### src/pmc_pkg.sv
// Constants for the PLL miscellaneous control bits
package pmc_pkg;
    localparam int ADDR_W = 10;
    localparam int DATA_W = 8;
    localparam logic [ADDR_W-1:0] PLL_MISC_CONTROL_ADDR = 10'h01d;
    localparam logic [ADDR_W-1:0] PLL_STATUS_ADDR = 10'h01f;
    localparam logic [DATA_W-1:0] PLL_MISC_CONTROL_RESET = 8'h80;
    localparam int BIT_EEPROM_STATUS_SEL = 7;
    localparam int BIT_CRYSTAL_AMP_EN = 6;
    localparam int BIT_DOUBLER_EN = 5;
    localparam int BIT_STATUS_READBACK_DIS = 4;
    localparam int BIT_LOCK_CMP_EN = 3;
    localparam int BIT_EXT_HOLDOVER_EN = 1;
    localparam int BIT_HOLDOVER_EN = 0;
    localparam int RESERVED_BIT = 2;
endpackage : pmc_pkg

### src/pmc_pin_sync.sv
// Three-stage pin synchroniser with agreement filter
`timescale 1ns/1ns
module pmc_pin_sync (
    // Clock and reset
    input wire logic clk,
    input wire logic srst,
    // Pin side
    input wire logic pin_in,
    // Clock domain side
    output logic pin_out
);
    logic s1;
    logic s2;
    logic s3;

    ////////////////////////////////////////////////////////////////////////////
    always_ff @(posedge clk) begin
        if (srst) begin
            s1 <= 1'b0;
            s2 <= 1'b0;
            s3 <= 1'b0;
        end else begin
            s1 <= pin_in;
            s2 <= s1;
            s3 <= s2;
        end
    end

    // Output moves only when the last two stages agree
    always_ff @(posedge clk) begin
        if (srst) begin
            pin_out <= 1'b0;
        end else if (s2 == s3) begin
            pin_out <= s3;
        end
    end
endmodule : pmc_pin_sync

### src/pmc_misc_ctrl.sv
// PLL miscellaneous control register with status pin, readback and lock-detect logic
// Operation
// - With the status select bit clear, the status pin follows the general status selection.
// - With the status select bit set, its default, the status pin carries the EEPROM status.
// - Bit 6 set enables the crystal oscillator amplifier, default off.
// - Bit 5 set enables the reference clock doubler, default off.
// - With bit 4 clear, its default, the PLL status readback keeps updating.
// - With bit 4 set, the PLL status readback is frozen and no longer updated.
// - With bit 3 clear, the lock-detect comparator is off and holdover sees the pin as high.
// - With bit 3 set in automatic holdover, holdover uses the comparator result.
// - Outside automatic holdover the enabled comparator result is visible on the reference monitor pin.
// - Setting the external holdover bit gives holdover to the sync pin and stops internal mode.
`timescale 1ns/1ns
module pmc_misc_ctrl (
    // Clock and reset
    input wire logic clk,
    input wire logic srst,
    // Register access port
    input wire logic reg_wr_en,
    input wire logic reg_rd_en,
    input wire logic [pmc_pkg::ADDR_W-1:0] reg_addr,
    input wire logic [pmc_pkg::DATA_W-1:0] reg_wdata,
    output logic [pmc_pkg::DATA_W-1:0] reg_rdata,
    output logic reg_rd_valid,
    // Status sources
    input wire logic eeprom_status,
    input wire logic status_sel_signal,
    input wire logic [pmc_pkg::DATA_W-1:0] pll_status,
    input wire logic lock_detect_pin,
    input wire logic sync_pin_holdover,
    // Outputs to the analog and pin logic
    output logic status_pin,
    output logic crystal_oscillator_amp_en,
    output logic ref_doubler_en,
    output logic lock_cmp_en,
    output logic holdover_was_locked,
    output logic reference_monitor_pin,
    output logic internal_holdover_en,
    output logic external_holdover_en,
    output logic holdover_request
);
    logic [pmc_pkg::DATA_W-1:0] ctrl;
    logic [pmc_pkg::DATA_W-1:0] pll_status_q;
    logic lock_cmp;
    logic auto_holdover;

    function automatic logic addr_hit(input logic [pmc_pkg::ADDR_W-1:0] a,
                                      input logic [pmc_pkg::ADDR_W-1:0] target);
        addr_hit = (a == target);
    endfunction : addr_hit

    ////////////////////////////////////////////////////////////////////////////
    pmc_pin_sync u_lock_sync (
        .clk(clk),
        .srst(srst),
        .pin_in(lock_detect_pin),
        .pin_out(lock_cmp)
    );

    ////////////////////////////////////////////////////////////////////////////
    // hold until write
    always_ff @(posedge clk) begin
        if (srst) begin
            ctrl <= pmc_pkg::PLL_MISC_CONTROL_RESET;
        end else if (reg_wr_en && addr_hit(reg_addr, pmc_pkg::PLL_MISC_CONTROL_ADDR)) begin
            ctrl <= reg_wdata;
            ctrl[pmc_pkg::RESERVED_BIT] <= 1'b0;
        end
    end

    always_ff @(posedge clk) begin
        if (srst) begin
            pll_status_q <= '0;
        end else if (!ctrl[pmc_pkg::BIT_STATUS_READBACK_DIS]) begin
            pll_status_q <= pll_status;
        end
    end

    // Read answers one cycle later; unmapped addresses read zero
    always_ff @(posedge clk) begin
        if (srst) begin
            reg_rdata <= '0;
            reg_rd_valid <= 1'b0;
        end else begin
            reg_rd_valid <= reg_rd_en;
            if (!reg_rd_en) begin
                reg_rdata <= '0;
            end else if (addr_hit(reg_addr, pmc_pkg::PLL_MISC_CONTROL_ADDR)) begin
                reg_rdata <= ctrl;
            end else if (addr_hit(reg_addr, pmc_pkg::PLL_STATUS_ADDR)) begin
                reg_rdata <= pll_status_q;
            end else begin
                reg_rdata <= '0;
            end
        end
    end

    ////////////////////////////////////////////////////////////////////////////
    // external mode disables internal
    assign auto_holdover = ctrl[pmc_pkg::BIT_HOLDOVER_EN] && !ctrl[pmc_pkg::BIT_EXT_HOLDOVER_EN];

    always_ff @(posedge clk) begin
        if (srst) begin
            status_pin <= 1'b0;
        end else if (ctrl[pmc_pkg::BIT_EEPROM_STATUS_SEL]) begin
            status_pin <= eeprom_status;
        end else begin
            status_pin <= status_sel_signal;
        end
    end

    always_ff @(posedge clk) begin
        if (srst) begin
            crystal_oscillator_amp_en <= 1'b0;
            ref_doubler_en <= 1'b0;
        end else begin
            crystal_oscillator_amp_en <= ctrl[pmc_pkg::BIT_CRYSTAL_AMP_EN];
            ref_doubler_en <= ctrl[pmc_pkg::BIT_DOUBLER_EN];
        end
    end

    always_ff @(posedge clk) begin
        if (srst) begin
            lock_cmp_en <= 1'b0;
            holdover_was_locked <= 1'b1;
            reference_monitor_pin <= 1'b0;
        end else begin
            lock_cmp_en <= ctrl[pmc_pkg::BIT_LOCK_CMP_EN];
            holdover_was_locked <= ctrl[pmc_pkg::BIT_LOCK_CMP_EN] ? lock_cmp : 1'b1;
            reference_monitor_pin <= ctrl[pmc_pkg::BIT_LOCK_CMP_EN] && !auto_holdover
                                     && lock_cmp;
        end
    end

    always_ff @(posedge clk) begin
        if (srst) begin
            internal_holdover_en <= 1'b0;
            external_holdover_en <= 1'b0;
            holdover_request <= 1'b0;
        end else begin
            internal_holdover_en <= auto_holdover;
            external_holdover_en <= ctrl[pmc_pkg::BIT_EXT_HOLDOVER_EN];
            holdover_request <= ctrl[pmc_pkg::BIT_EXT_HOLDOVER_EN] && sync_pin_holdover;
        end
    end
endmodule : pmc_misc_ctrl

### config.mk
export PLATFORM = sky130hd
export DESIGN_NAME = pmc_misc_ctrl
export DESIGN_NICKNAME = d
export VERILOG_FILES = /design/src/pmc_pkg.sv /design/src/pmc_pin_sync.sv /design/src/pmc_misc_ctrl.sv
export SDC_FILE = /design/constraint.sdc
export NUM_CORES = 1
export LEC_CHECK = 0
export ABC_AREA = 1
export ABC_CLOCK_PERIOD_IN_PS = 1850
export BUFFER_PORTS_ARGS = -buffer_cell sky130_fd_sc_hd__buf_2
export CELL_PAD_IN_SITES_DETAIL_PLACEMENT = 2
export CELL_PAD_IN_SITES_GLOBAL_PLACEMENT = 2
export CORE_ASPECT_RATIO = 0.6
export CORE_MARGIN = 2
export CORE_UTILIZATION = 28
export CTS_CLUSTER_DIAMETER = 150
export DETAILED_ROUTE_END_ITERATION = 16
export MAX_ROUTING_LAYER = met4
export PLACE_DENSITY_LB_ADDON = 0.1
export SYNTH_ARGS = -nofsm -noshare
export SYNTH_HDL_FRONTEND = slang
export SYNTH_SLANG_ARGS = --single-unit
### constraint.sdc
create_clock -name clk -period 1.85 [get_ports clk]
set_input_delay 0.4625 -clock clk [delete_from_list [all_inputs] [get_ports clk]]
set_output_delay 0.4625 -clock clk [all_outputs]
set_load 0.01 [all_outputs]
### Yosys cells after proc, flatten, opt, wreduce, memory -nomap -nowiden

Cells that the tools add are included.

| storage, ports and cells | value |
|---|---|
| register bits | 37 |
| input bits | 34 |
| logic and storage cells | 37 |

| operators by class | value |
|---|---|
| equal/unequal tests | 3 |
| mux-type cells | 3 |
| bitwise operators | 3 |
| reductions and logical operators | 10 |

Operators with widths:

| operator | count |
|---|---|
| $eq A10 B5 Y1 const B | 2 |
| $mux W8 | 2 |
| $logic_and A1 B1 Y1 | 5 |
| $reduce_or A2 Y1 | 2 |
| $reduce_or A4 Y1 | 1 |
| $not A1 Y1 | 3 |
| $logic_not A1 Y1 | 2 |
| $eq A1 B1 Y1 | 1 |
| $mux W1 | 1 |

### Depth between registers and ports, before layout

Gate-level depths: netlist of the first run.

| depth | value |
|---|---|
| word-level depth | 5 |
| mapped depth | 7 |
| gate-level depth less buffers | 7 |

### Cells and area by module

From an unflattened synthesis of the first run, not the netlist that was laid out.

| second synthesis, totals | value |
|---|---|
| cells, all modules | 180 |
| area total of the unflattened synthesis | 1497.7 sq um |

Modules (own cells, without submodules):

| module | instances | cells each | area each (sq um) | seq. area each (sq um) |
|---|---|---|---|---|
| pmc_misc_ctrl | 1 | 167 | 1376.3 | 660.6 |
| pmc_pin_sync | 1 | 13 | 121.4 | 80.1 |

### Worst setup path before layout of the first run

Ideal clock, no wire load.

| path | value |
|---|---|
| path type | in2reg |
| from | input reg_addr[9] in the netlist's numbering |
| to | register ctrl[7] in the netlist's numbering |
| data arrival time | 1.024 ns |
| slack | 0.704 ns |
| cell stages on the path | 6 |
| path through | nor2_1 > nand2_1 > nor2_4 > nand3_1 > nand2_1 > nand3_1 |

| between the ends | value |
|---|---|
| word-level cells in the longest chain between the ends | 2 |

Ends and longest elaborated chain:

| element | line | text |
|---|---|---|
| from (decl) | pmc_misc_ctrl.sv:21 | `input wire logic [pmc_pkg::ADDR_W-1:0] reg_addr,` |
| $eq A10 B5 Y1 | pmc_misc_ctrl.sv:49 | `addr_hit = (a == target);` |
| $logic_and A1 B1 Y1 | pmc_misc_ctrl.sv:65 | `end else if (reg_wr_en && addr_hit(reg_addr, pmc_pkg::PLL_MISC_CONTROL_ADDR)) begin` |
| to (signal assigned) | pmc_misc_ctrl.sv:64 | `ctrl <= pmc_pkg::PLL_MISC_CONTROL_RESET;` |
| to (signal assigned) | pmc_misc_ctrl.sv:66 | `ctrl <= reg_wdata;` |
| to (decl) | pmc_misc_ctrl.sv:42 | `logic [pmc_pkg::DATA_W-1:0] ctrl;` |

No other way between the ends.
A chain may end at the register's enable or synchronous reset.

### Final worst setup path of the first run

| path | value |
|---|---|
| from | register reg_rdata[3] in the netlist's numbering |
| to | output reg_rdata[3] in the netlist's numbering |

RTL lines:

| element | line | text |
|---|---|---|
| from (decl) | pmc_misc_ctrl.sv:23 | `output logic [pmc_pkg::DATA_W-1:0] reg_rdata,` |
| from (signal assigned) | pmc_misc_ctrl.sv:89 | `reg_rdata <= ctrl;` |
| from (signal assigned) | pmc_misc_ctrl.sv:91 | `reg_rdata <= pll_status_q;` |

No word-level cell between the ends.

==> results.yml, run 1 <==
timing:
  period_share_pct: 65.6
  tns_ns: 0
  worstMarginPinSlew_ns: 0.593
  slew_viol_final: 0
  finalClockSkew_ns: 0.00309
  grt_setup_unrepaired: "false"
  clock.fmax_mhz: 824
  finalSetupViolCount: 0
  finalCriticalPeriod_ns: 1.21
  finalHoldViolCount: 0
  max_slew_margin_pct: 60.4
  setup_slack_ns: 0.636
detailed_routing:
  drtIter0Drc: 12
  drt_wl_total_um: 3810
  first_pass_iters: 4
  drc_errors: 0
  wl_per_cell_um: 13.1
  antenna_left: 0
  viasPerCell: 4.32
  vias: 1253
clock_network:
  clk_latency_ns: 0.29
  clkSinkCount: 37
  cts_hold_buf: 0
  clkTransAtPathRegs_ns: 0.07
  cts_setup_buffers: 0
  cts_buffers: 5
  htree_levels: 2
  cts_resized: 0
  clockBufferDepth: 2
  cts_root_buffer: "clkbuf_8"
  cts_tree: "yes"
setup_path:
  path_class: "flop to primary output"
  reg2reg_depth: 2
  rrSetupSlack_ns: 0.72
  critPathBufInv: 1
  slowest_stage: "dfxtp_1"
  start_kind: "flop"
  crit_chain: "buf_2"
  worst-endpoint-required_ns: 1.39
  r2r_end: "pll_status_q[0]"
  reg2reg_from: "ctrl[4]"
  critPathMaxFanout: 1
  slowest_delay_ns: 0.33
  path_delay_family: "flip-flops"
  critPathArrivalTime_ns: 0.75
  critPathCaptureType: "primary output"
yosys:
  synthCells: 172
  synth_top_area_share_pct: 54.2
  yosysSeqAreaShare_pct: 54.2
  async_flop_share_pct: 0
  yosysWarnings: 0
  syn_area_sq_mm: 0.00137
  synth-edff-count: 0
  yosys.area.top_type: "dfxtp_1"
  synth.distinct_cells: 20
  ys.flop_type: "dfxtp_1"
  synth_fp_nets: 206
  ys_ff_latch: 37
  yosys-top-cells-area: "dfxtp_1, inv_1, nor2_1, nand2_1, a21oi_1"
  syn-mean-instance-area_sq_um: 7.95
final_layout:
  synthToLayoutAreaGrowth_pct: 29.6
  drive_above_1_share_pct: 30.0
  final_cell_mix: "buf_2, dfxtp_1, inv_1"
  regArea_sq_um: 741
  finalInstanceArea_sq_mm: 0.00177
  nNetsFinal: 260
  layout_commonest_cell: "buf_2"
  diodes: 0
  fin_cells: 290
  multiInputGateArea_sq_um: 474
  num-fill-cells: 543
die:
  io_pins: 52
  num_rows: 19
  dieArea_sq_mm: 0.00548
  die_w_um: 94.2
  core_sq_mm: 0.00464
  fp.dieH_um: 58.1
  start_util_pct: 29.5
place:
  place_ws_ns: 0.352
  hpwl_um: 2970
  gp_congestion: 0.719
  dpl.cell_count: 282
  io_buffer_count: 50
  place_area_sq_mm: 0.00169
grt:
  grt_usage_pct: 16.4
  grt_max_degree: 19
  grt_overflow_total: 0
  grt_pass1_wl_um: 6560
  antenna_found_initial: 0
  grt_pass1_vias: 1381
status:
  status: "complete, no violations"
min_path:
  whs_endpoint: "u_lock_sync.s1"
  hold_path.class: "primary input to flop"
  hp-start: "lock_detect_pin"
  hold_path_depth: 3
power:
  p_leak_nw: 0.870
  ir_worst_vdd_mv: 0.345
  p_per_area_mw_per_mm2: 827
job:
  drv_cap: 0
-- cell families after synthesis --
| family | count (synthesis) | synth area share (%) |
|---|---|---|
| simple gates | 69 | 24.6 |
| flops | 37 | 54.2 |
| buf+inv | 39 | 11.2 |
| compound gates | 27 | 10.1 |
-- per-stage QoR --
stage	power, mW	hold WS, ns	util (%)
finish	1.47	0.380	38.2
global route	1.55	0.387	38.2
CTS	1.48	0.376	38.2
detailed placement	0.936	0.409	36.4
global placement	0.928	0.394	36.4
floorplan	0.881	0.388	-
-- worst register-to-register path: cells and delay by family (launching register included) --
kind	cells	cell delay (ns)
AO/OA/AOI/OAI	2	0.37
flip-flops	1	0.70
-- cell usage after synthesis (2+ instances only) --
| cell | number |
|---|---|
| o21ai_1 | 7 |
| nand4_1 | 7 |
| o21ai_0 | 9 |
| inv_1 | 33 |
| clkbuf_1 | 2 |
| buf_2 | 2 |
| dfxtp_1 | 37 |
| nor2_1 | 26 |
| a21oi_1 | 10 |
| nand2_1 | 25 |
| nor2_4 | 4 |
| nand3_1 | 2 |
-- where the power goes --
group | total (mW) | internal (mW) | switching (mW) | leakage [nW]
Clock | 0.550 | 0.260 | 0.290 | 0.0439
Combinational | 0.102 | 0.0435 | 0.0583 | 0.524
Sequential | 0.814 | 0.810 | 0.00390 | 0.301
-- worst max-delay path by stage --
stage,startpoint,end,slack [ns],cells after the start
finish,reg_rdata[3],reg_rdata[3],0.64,1
global placement,reg_addr[8],reg_rdata[6],0.44,8
CTS,reg_rdata[3],reg_rdata[3],0.63,1
global route,reg_addr[8],reg_rdata[4],0.54,8
detailed placement,reg_addr[9],reg_rdata[4],0.35,8
floorplan,reg_addr[9],ctrl[7],0.70,6
-- state kept, by name, summed over array words and instances, names as in the netlist --
name                       flops
pll_status_q                   8
reg_rdata                      8
ctrl                           7
crystal_oscillator_amp_en      1
external_holdover_en           1
holdover_request               1
holdover_was_locked            1
internal_holdover_en           1
lock_cmp_en                    1
ref_doubler_en                 1
reference_monitor_pin          1
reg_rd_valid                   1
status_pin                     1
u_lock_sync.pin_out            1
u_lock_sync.s1                 1
u_lock_sync.s2                 1
u_lock_sync.s3                 1
-- cell type report --
cell class,count,share of cell area [%]
multi-input cells,96,26.7
inverters,34,7.20
well taps,63,4.45
clock inverters,3,0.988
flip-flops and latches,37,41.8
clock buffers,5,3.88
repair buffers,52,15.0
-- metal layers --
| layer | track usage, % | part of all wire (%) | wire [um] | up-vias |
|---|---|---|---|---|
| li1 | - | - | - | 634 |
| met1 | 20.2 | 47 | 1780 | 577 |
| met2 | 26.5 | 47 | 1770 | 34 |
| met3 | 3.90 | 4.9 | 188 | 8 |
| met4 | 6.21 | 1.7 | 64 | 0 |
| met5 | - | 0 | 0 | - |
(Power assumes the default switching activity.)
==> inputs of run 2 (changes only) <==
--- a/config.mk
+++ b/config.mk
@@ -6,13 +6,13 @@
 export NUM_CORES = 1
 export LEC_CHECK = 0
 export ABC_AREA = 1
-export ABC_CLOCK_PERIOD_IN_PS = 1850
+export ABC_CLOCK_PERIOD_IN_PS = 1200
 export BUFFER_PORTS_ARGS = -buffer_cell sky130_fd_sc_hd__buf_2
 export CELL_PAD_IN_SITES_DETAIL_PLACEMENT = 2
 export CELL_PAD_IN_SITES_GLOBAL_PLACEMENT = 2
 export CORE_ASPECT_RATIO = 0.6
 export CORE_MARGIN = 2
-export CORE_UTILIZATION = 28
+export CORE_UTILIZATION = 26
 export CTS_CLUSTER_DIAMETER = 150
 export DETAILED_ROUTE_END_ITERATION = 16
 export MAX_ROUTING_LAYER = met4
==> constraint.sdc (replaced) <==
create_clock -name clk -period 1.2 [get_ports clk]
set_input_delay 0.3 -clock clk [delete_from_list [all_inputs] [get_ports clk]]
set_output_delay 0.3 -clock clk [all_outputs]
set_load 0.01 [all_outputs]
==> run 2 against run 1 <==
  * Power grew 61%
  * Non-clock buffer count grew 1
  * Sequential power grew 55%
  * Clock skew grew 0.0071 ns
  * Flip-flop and latch count is the same
  * Utilization shrank 2.6 points
  * Clock power grew 71%
  * Clock-buffer cell count grew 2
  * Critical path type unchanged
  * Routed wire length shrank 1.5%
  * Combinational power grew 57%
  * Critical path depth is the same
  * Sequential share of layout area shrank 0.57 points
==> results.yml, run 2 (synthesis results as in run 1) <==
final_layout:
  num-fill-cells: 603
  diodes: 0
  final_cell_mix: "buf_2, dfxtp_1, inv_1"
  synthToLayoutAreaGrowth_pct: 31.7
  nNetsFinal: 261
  largestRegisters: "pll_status_q: 8 flops, reg_rdata: 8 flops, ctrl: 7 flops"
  drive_above_1_share_pct: 30.7
  layout_commonest_cell: "buf_2"
clock_network:
  cts_buffers: 5
  htree_levels: 2
  clk_latency_ns: 0.29
  cts_hold_buf: 0
  clkTransAtPathRegs_ns: 0.08
  cts_tree: "yes"
  cts_root_buffer: "clkbuf_8"
  clkSinkCount: 37
  clockBufferDepth: 2
min_path:
  hold_path.class: "primary input to flop"
  hp-start: "lock_detect_pin"
  whs_endpoint: "u_lock_sync.s1"
  hold_path_depth: 3
timing:
  finalClockSkew_ns: 0.0102
  finalSetupViolCount: 0
  slew_viol_final: 0
  max_slew_margin_pct: 79.6
  finalCriticalPeriod_ns: 1.04
  period_share_pct: 86.5
  clock.fmax_mhz: 963
  worstMarginPinSlew_ns: 0.306
  setup_slack_ns: 0.162
  whs_ns: 0.234
  grt_setup_unrepaired: "false"
  finalHoldViolCount: 0
setup_path:
  cp.depth: 1
  critPathCaptureType: "primary output"
  critPathBufInv: 1
  critPathArrivalTime_ns: 0.74
  path_class: "flop to primary output"
  r2r_end: "pll_status_q[5]"
  start_kind: "flop"
  reg2reg_from: "ctrl[4]"
  critPathMaxFanout: 1
  path_delay_family: "flip-flops"
  slowest_delay_ns: 0.33
  crit_chain: "buf_2"
  reg2reg_depth: 2
  rrSetupSlack_ns: 0.30
  slowest_stage: "dfxtp_1"
  worst-endpoint-required_ns: 0.90
grt:
  grt_max_degree: 19
  grt_usage_pct: 14.5
  grt_pass1_vias: 1363
  grt_pass1_wl_um: 6290
  antenna_found_initial: 0
  grt_overflow_total: 0
power:
  switching_share_pct: 22.1
  clkPwrFrac_pct: 40.0
  p_leak_nw: 0.885
  comb_power_share_pct: 6.8
  p_int_mw: 1.84
  ir_worst_vdd_mv: 0.542
  pwr-share-seq_pct: 53.2
  power.switching_mw: 0.521
  p_per_area_mw_per_mm2: 1310
detailed_routing:
  viasPerCell: 4.21
  first_pass_iters: 4
  drtIter0Drc: 27
  wl_per_cell_um: 12.8
  drt_wl_total_um: 3750
  drc_errors: 0
  vias: 1239
  antenna_left: 0
place:
  io_buffer_count: 50
  gp_congestion: 0.730
  hpwl_um: 2960
  place_ws_ns: -0.116
job:
  drv_cap: 0
die:
  io_pins: 52
  fp.dieH_um: 60.2
  dieArea_sq_mm: 0.00587
  num_rows: 20
  core_sq_mm: 0.00505
  start_util_pct: 27.1
  die_w_um: 97.6
status:
  status: "complete, no violations"
## run 2: cell types whose count changed in the layout (fill, tap and decap cells not counted)
| cell | change |
|---|---|
| clkbuf_8 | +2 |
| buf_4 | +1 |
| clkinv_2 | -1 |
| clkinvlp_4 | -1 |
| dfxtp_1 | -1 |
| dfxtp_2 | +1 |
## run 2: worst max path at each step
stage | from | end
6_report | reg_rdata[6] | reg_rdata[6]
3_5_place_dp | reg_addr[9] | reg_rdata[4]
5_1_grt | reg_addr[8] | reg_rdata[1]
3_3_place_gp | reg_addr[8] | reg_rdata[0]
4_1_cts | ctrl[4] | pll_status_q[5]
2_1_floorplan | reg_addr[9] | ctrl[7]
## run 2: layout make-up
class	count	area, sq um	area share, %
Sequential cell	37	742	41.2
Multi-Input combinational cell	96	474	26.3
Timing Repair Buffer	53	273	15.1
Inverter	34	128	7.09
Clock buffer	7	96.3	5.35
Tap cell	66	82.6	4.59
Clock inverter	1	5.00	0.278
## run 2: power groups by stage
stage	Clock (mW)	Combinational, mW	Sequential, mW
floorplan	0	0.0743	1.28
global placement	0	0.152	1.28
detailed placement	0	0.163	1.28
CTS	0.971	0.165	1.26
global route	1.04	0.183	1.26
finish	0.942	0.160	1.26
## run 2: worst reg2reg max path, stage by stage (launching register included)
cell and delay (ns):
dfxtp_2 0.52, o21ai_0 0.16, a21oi_1 0.15
## run 2: stage by stage
| stage | util [%] | power (mW) | TNS, ns | area, sq um | cells |
|---|---|---|---|---|---|
| after floorplan | - | 1.36 | 0 | 1370 | 172 |
| after global placement | 33.6 | 1.43 | -0.217 | 1700 | 286 |
| after detailed placement | 33.6 | 1.45 | -1.18 | 1700 | 286 |
| after CTS | 35.6 | 2.39 | 0 | 1800 | 294 |
| after global routing | 35.6 | 2.48 | 0 | 1800 | 294 |
| final | 35.6 | 2.36 | 0 | 1800 | 294 |
## run 2: what timing repair did
action | in CTS | in global routing
buffers inserted | 0 | 0
setup endpoints to repair | 0 | 5
resized for setup | 0 | 1
## run 2: routing by layer
| metal | up-vias | share of wire, % | track usage [%] |
|---|---|---|---|
| li1 | 639 | - | - |
| met1 | 566 | 49 | 17.2 |
| met2 | 29 | 45 | 24.0 |
| met3 | 5 | 4.9 | 4.91 |
| met4 | 0 | 1.1 | 3.57 |
| met5 | - | 0 | - |
==> inputs of run 3 (changes only) <==
--- a/config.mk
+++ b/config.mk
@@ -6,7 +6,7 @@
 export NUM_CORES = 1
 export LEC_CHECK = 0
 export ABC_AREA = 1
-export ABC_CLOCK_PERIOD_IN_PS = 1200
+export ABC_CLOCK_PERIOD_IN_PS = 1010
 export BUFFER_PORTS_ARGS = -buffer_cell sky130_fd_sc_hd__buf_2
 export CELL_PAD_IN_SITES_DETAIL_PLACEMENT = 2
 export CELL_PAD_IN_SITES_GLOBAL_PLACEMENT = 2
@@ -17,6 +17,7 @@
 export DETAILED_ROUTE_END_ITERATION = 16
 export MAX_ROUTING_LAYER = met4
 export PLACE_DENSITY_LB_ADDON = 0.1
+export SKIP_LAST_GASP = 1
 export SYNTH_ARGS = -nofsm -noshare
 export SYNTH_HDL_FRONTEND = slang
 export SYNTH_SLANG_ARGS = --single-unit
==> constraint.sdc (replaced) <==
create_clock -name clk -period 1.01 [get_ports clk]
set_input_delay 0.2525 -clock clk [delete_from_list [all_inputs] [get_ports clk]]
set_output_delay 0.2525 -clock clk [all_outputs]
set_load 0.01 [all_outputs]
==> run 3 against run 2 <==
  * Sequential power grew 18%
  * Clock-buffer cell count is 1 lower
  * Final cell count unchanged
  * Largest power group unchanged
  * Global-route usage up 0.53 points
==> results.yml, run 3 (synthesis results as in run 1) <==
clock_network:
  cts_hold_buf: 0
  clkTransAtPathRegs_ns: 0.07
  cts_buffers: 5
  clkSinkCount: 37
  cts_resized: 0
  clockBufferDepth: 2
  cts_tree: "yes"
  cts_root_buffer: "clkbuf_8"
  clk_latency_ns: 0.28
  htree_levels: 2
  cts_setup_buffers: 0
die:
  core_sq_mm: 0.00505
  start_util_pct: 27.1
  io_pins: 52
  num_rows: 20
  die_w_um: 97.6
  fp.dieH_um: 60.2
  dieArea_sq_mm: 0.00587
timing:
  setup_slack_ns: 0.0348
  finalCriticalPeriod_ns: 0.975
  finalSetupViolCount: 0
  finalClockSkew_ns: 0.00472
  max_slew_margin_pct: 82.8
  period_share_pct: 96.5
  grt_setup_unrepaired: "true"
  tns_ns: 0
  finalHoldViolCount: 0
  clock.fmax_mhz: 1030
  worstMarginPinSlew_ns: 0.257
  slew_viol_final: 0
detailed_routing:
  wl_per_cell_um: 12.9
  drc_errors: 0
  drtIter0Drc: 19
  first_pass_iters: 2
  antenna_left: 0
  drt_wl_total_um: 3800
  viasPerCell: 4.30
  vias: 1265
setup_path:
  reg2reg_from: "ctrl[4]"
  critPathArrivalTime_ns: 0.72
  critPathCaptureType: "primary output"
  rrSetupSlack_ns: 0.15
  path_class: "flop to primary output"
  critPathMaxFanout: 1
  reg2reg_depth: 3
  critPathBufInv: 1
  worst-endpoint-required_ns: 0.76
  slowest_delay_ns: 0.32
  start_kind: "flop"
  r2r_end: "pll_status_q[6]"
  slowest_stage: "dfxtp_1"
  crit_chain: "buf_2"
  path_delay_family: "flip-flops"
final_layout:
  diodes: 0
  utilization_pct: 36.9
  drive_above_1_share_pct: 35.1
  finalInstanceArea_sq_mm: 0.00187
  layout_commonest_cell: "buf_2"
  final_cell_mix: "buf_2, inv_1, dfxtp_1"
  largestRegisters: "pll_status_q: 8 flops, reg_rdata: 8 flops, ctrl: 7 flops"
  nNetsFinal: 262
  synthToLayoutAreaGrowth_pct: 36.5
power:
  p_leak_nw: 0.891
  p_per_area_mw_per_mm2: 1470
  ir_worst_vdd_mv: 0.464
min_path:
  hold_path.class: "primary input to flop"
  whs_endpoint: "u_lock_sync.s1"
  hp-start: "lock_detect_pin"
  hold_path_depth: 3
place:
  place_area_sq_mm: 0.00172
  hpwl_um: 3000
  io_buffer_count: 50
  gp_congestion: 0.728
  place_ws_ns: -0.241
grt:
  grt_pass1_wl_um: 6520
  grt_max_degree: 17
  grt_usage_pct: 15.0
  grt_overflow_total: 0
  antenna_found_initial: 0
  grt_pass1_vias: 1392
status:
  status: "complete, no violations"
job:
  drv_cap: 0
[run 3: changes by cell type in the layout (fill, tap and decap cells not counted), sizes merged]
cell / previous run / this run
clkinvlp: 0 / 1
clkinv: 1 / 0
buf: 53 / 54
clkbuf: 7 / 6
[run 3: per-layer routing]
metal  global-route usage (%)  vias up  part of all wire (%)
li1                         -      636                     -
met1                     17.9      596                    48
met2                     24.7       31                    46
met3                     4.56        2                   4.6
met4                     4.76        0                  0.71
met5                        -        -                     0
[run 3: how the worst max path moves through the flow]
stage                                     start                    end  slack [ns]  cells past startpoint
after floorplan                     reg_addr[9]                ctrl[7]        0.07                      6
after global placement              reg_addr[8]           reg_rdata[0]       -0.16                      8
after detailed placement            reg_addr[9]           reg_rdata[5]       -0.24                      8
after CTS                 reference_monitor_pin  reference_monitor_pin        0.01                      1
after global routing                reg_addr[8]           reg_rdata[3]      -0.006                      8
final                              reg_rd_valid           reg_rd_valid        0.03                      1
[run 3: worst min-delay path: cells and delay by family]
family	cells	cell delay (ns)
buf+inv	2	0.10
simple gates	1	0.06
[run 3: power by group]
part | switching [mW] | internal, mW
Sequential | 0.00816 | 1.48
Combinational | 0.108 | 0.0827
Clock | 0.517 | 0.539
[run 3: cell type report]
class	instances	area (sq um)
fill	621	3190
sequential	37	753
multi-input combinational	96	477
timing repair buffer	54	337
inverter	34	128
clock buffer	6	82.6
tap	66	82.6
clock inverter	1	7.51
[run 3: per-stage QoR]
| stage | cells | power [mW] | hold WS (ns) |
|---|---|---|---|
| after global routing | 294 | 2.89 | 0.170 |
| after floorplan | 172 | 1.61 | 0.359 |
| final | 294 | 2.74 | 0.175 |
| after detailed placement | 287 | 1.72 | 0.407 |
| after global placement | 287 | 1.71 | 0.391 |
| after CTS | 294 | 2.79 | 0.167 |
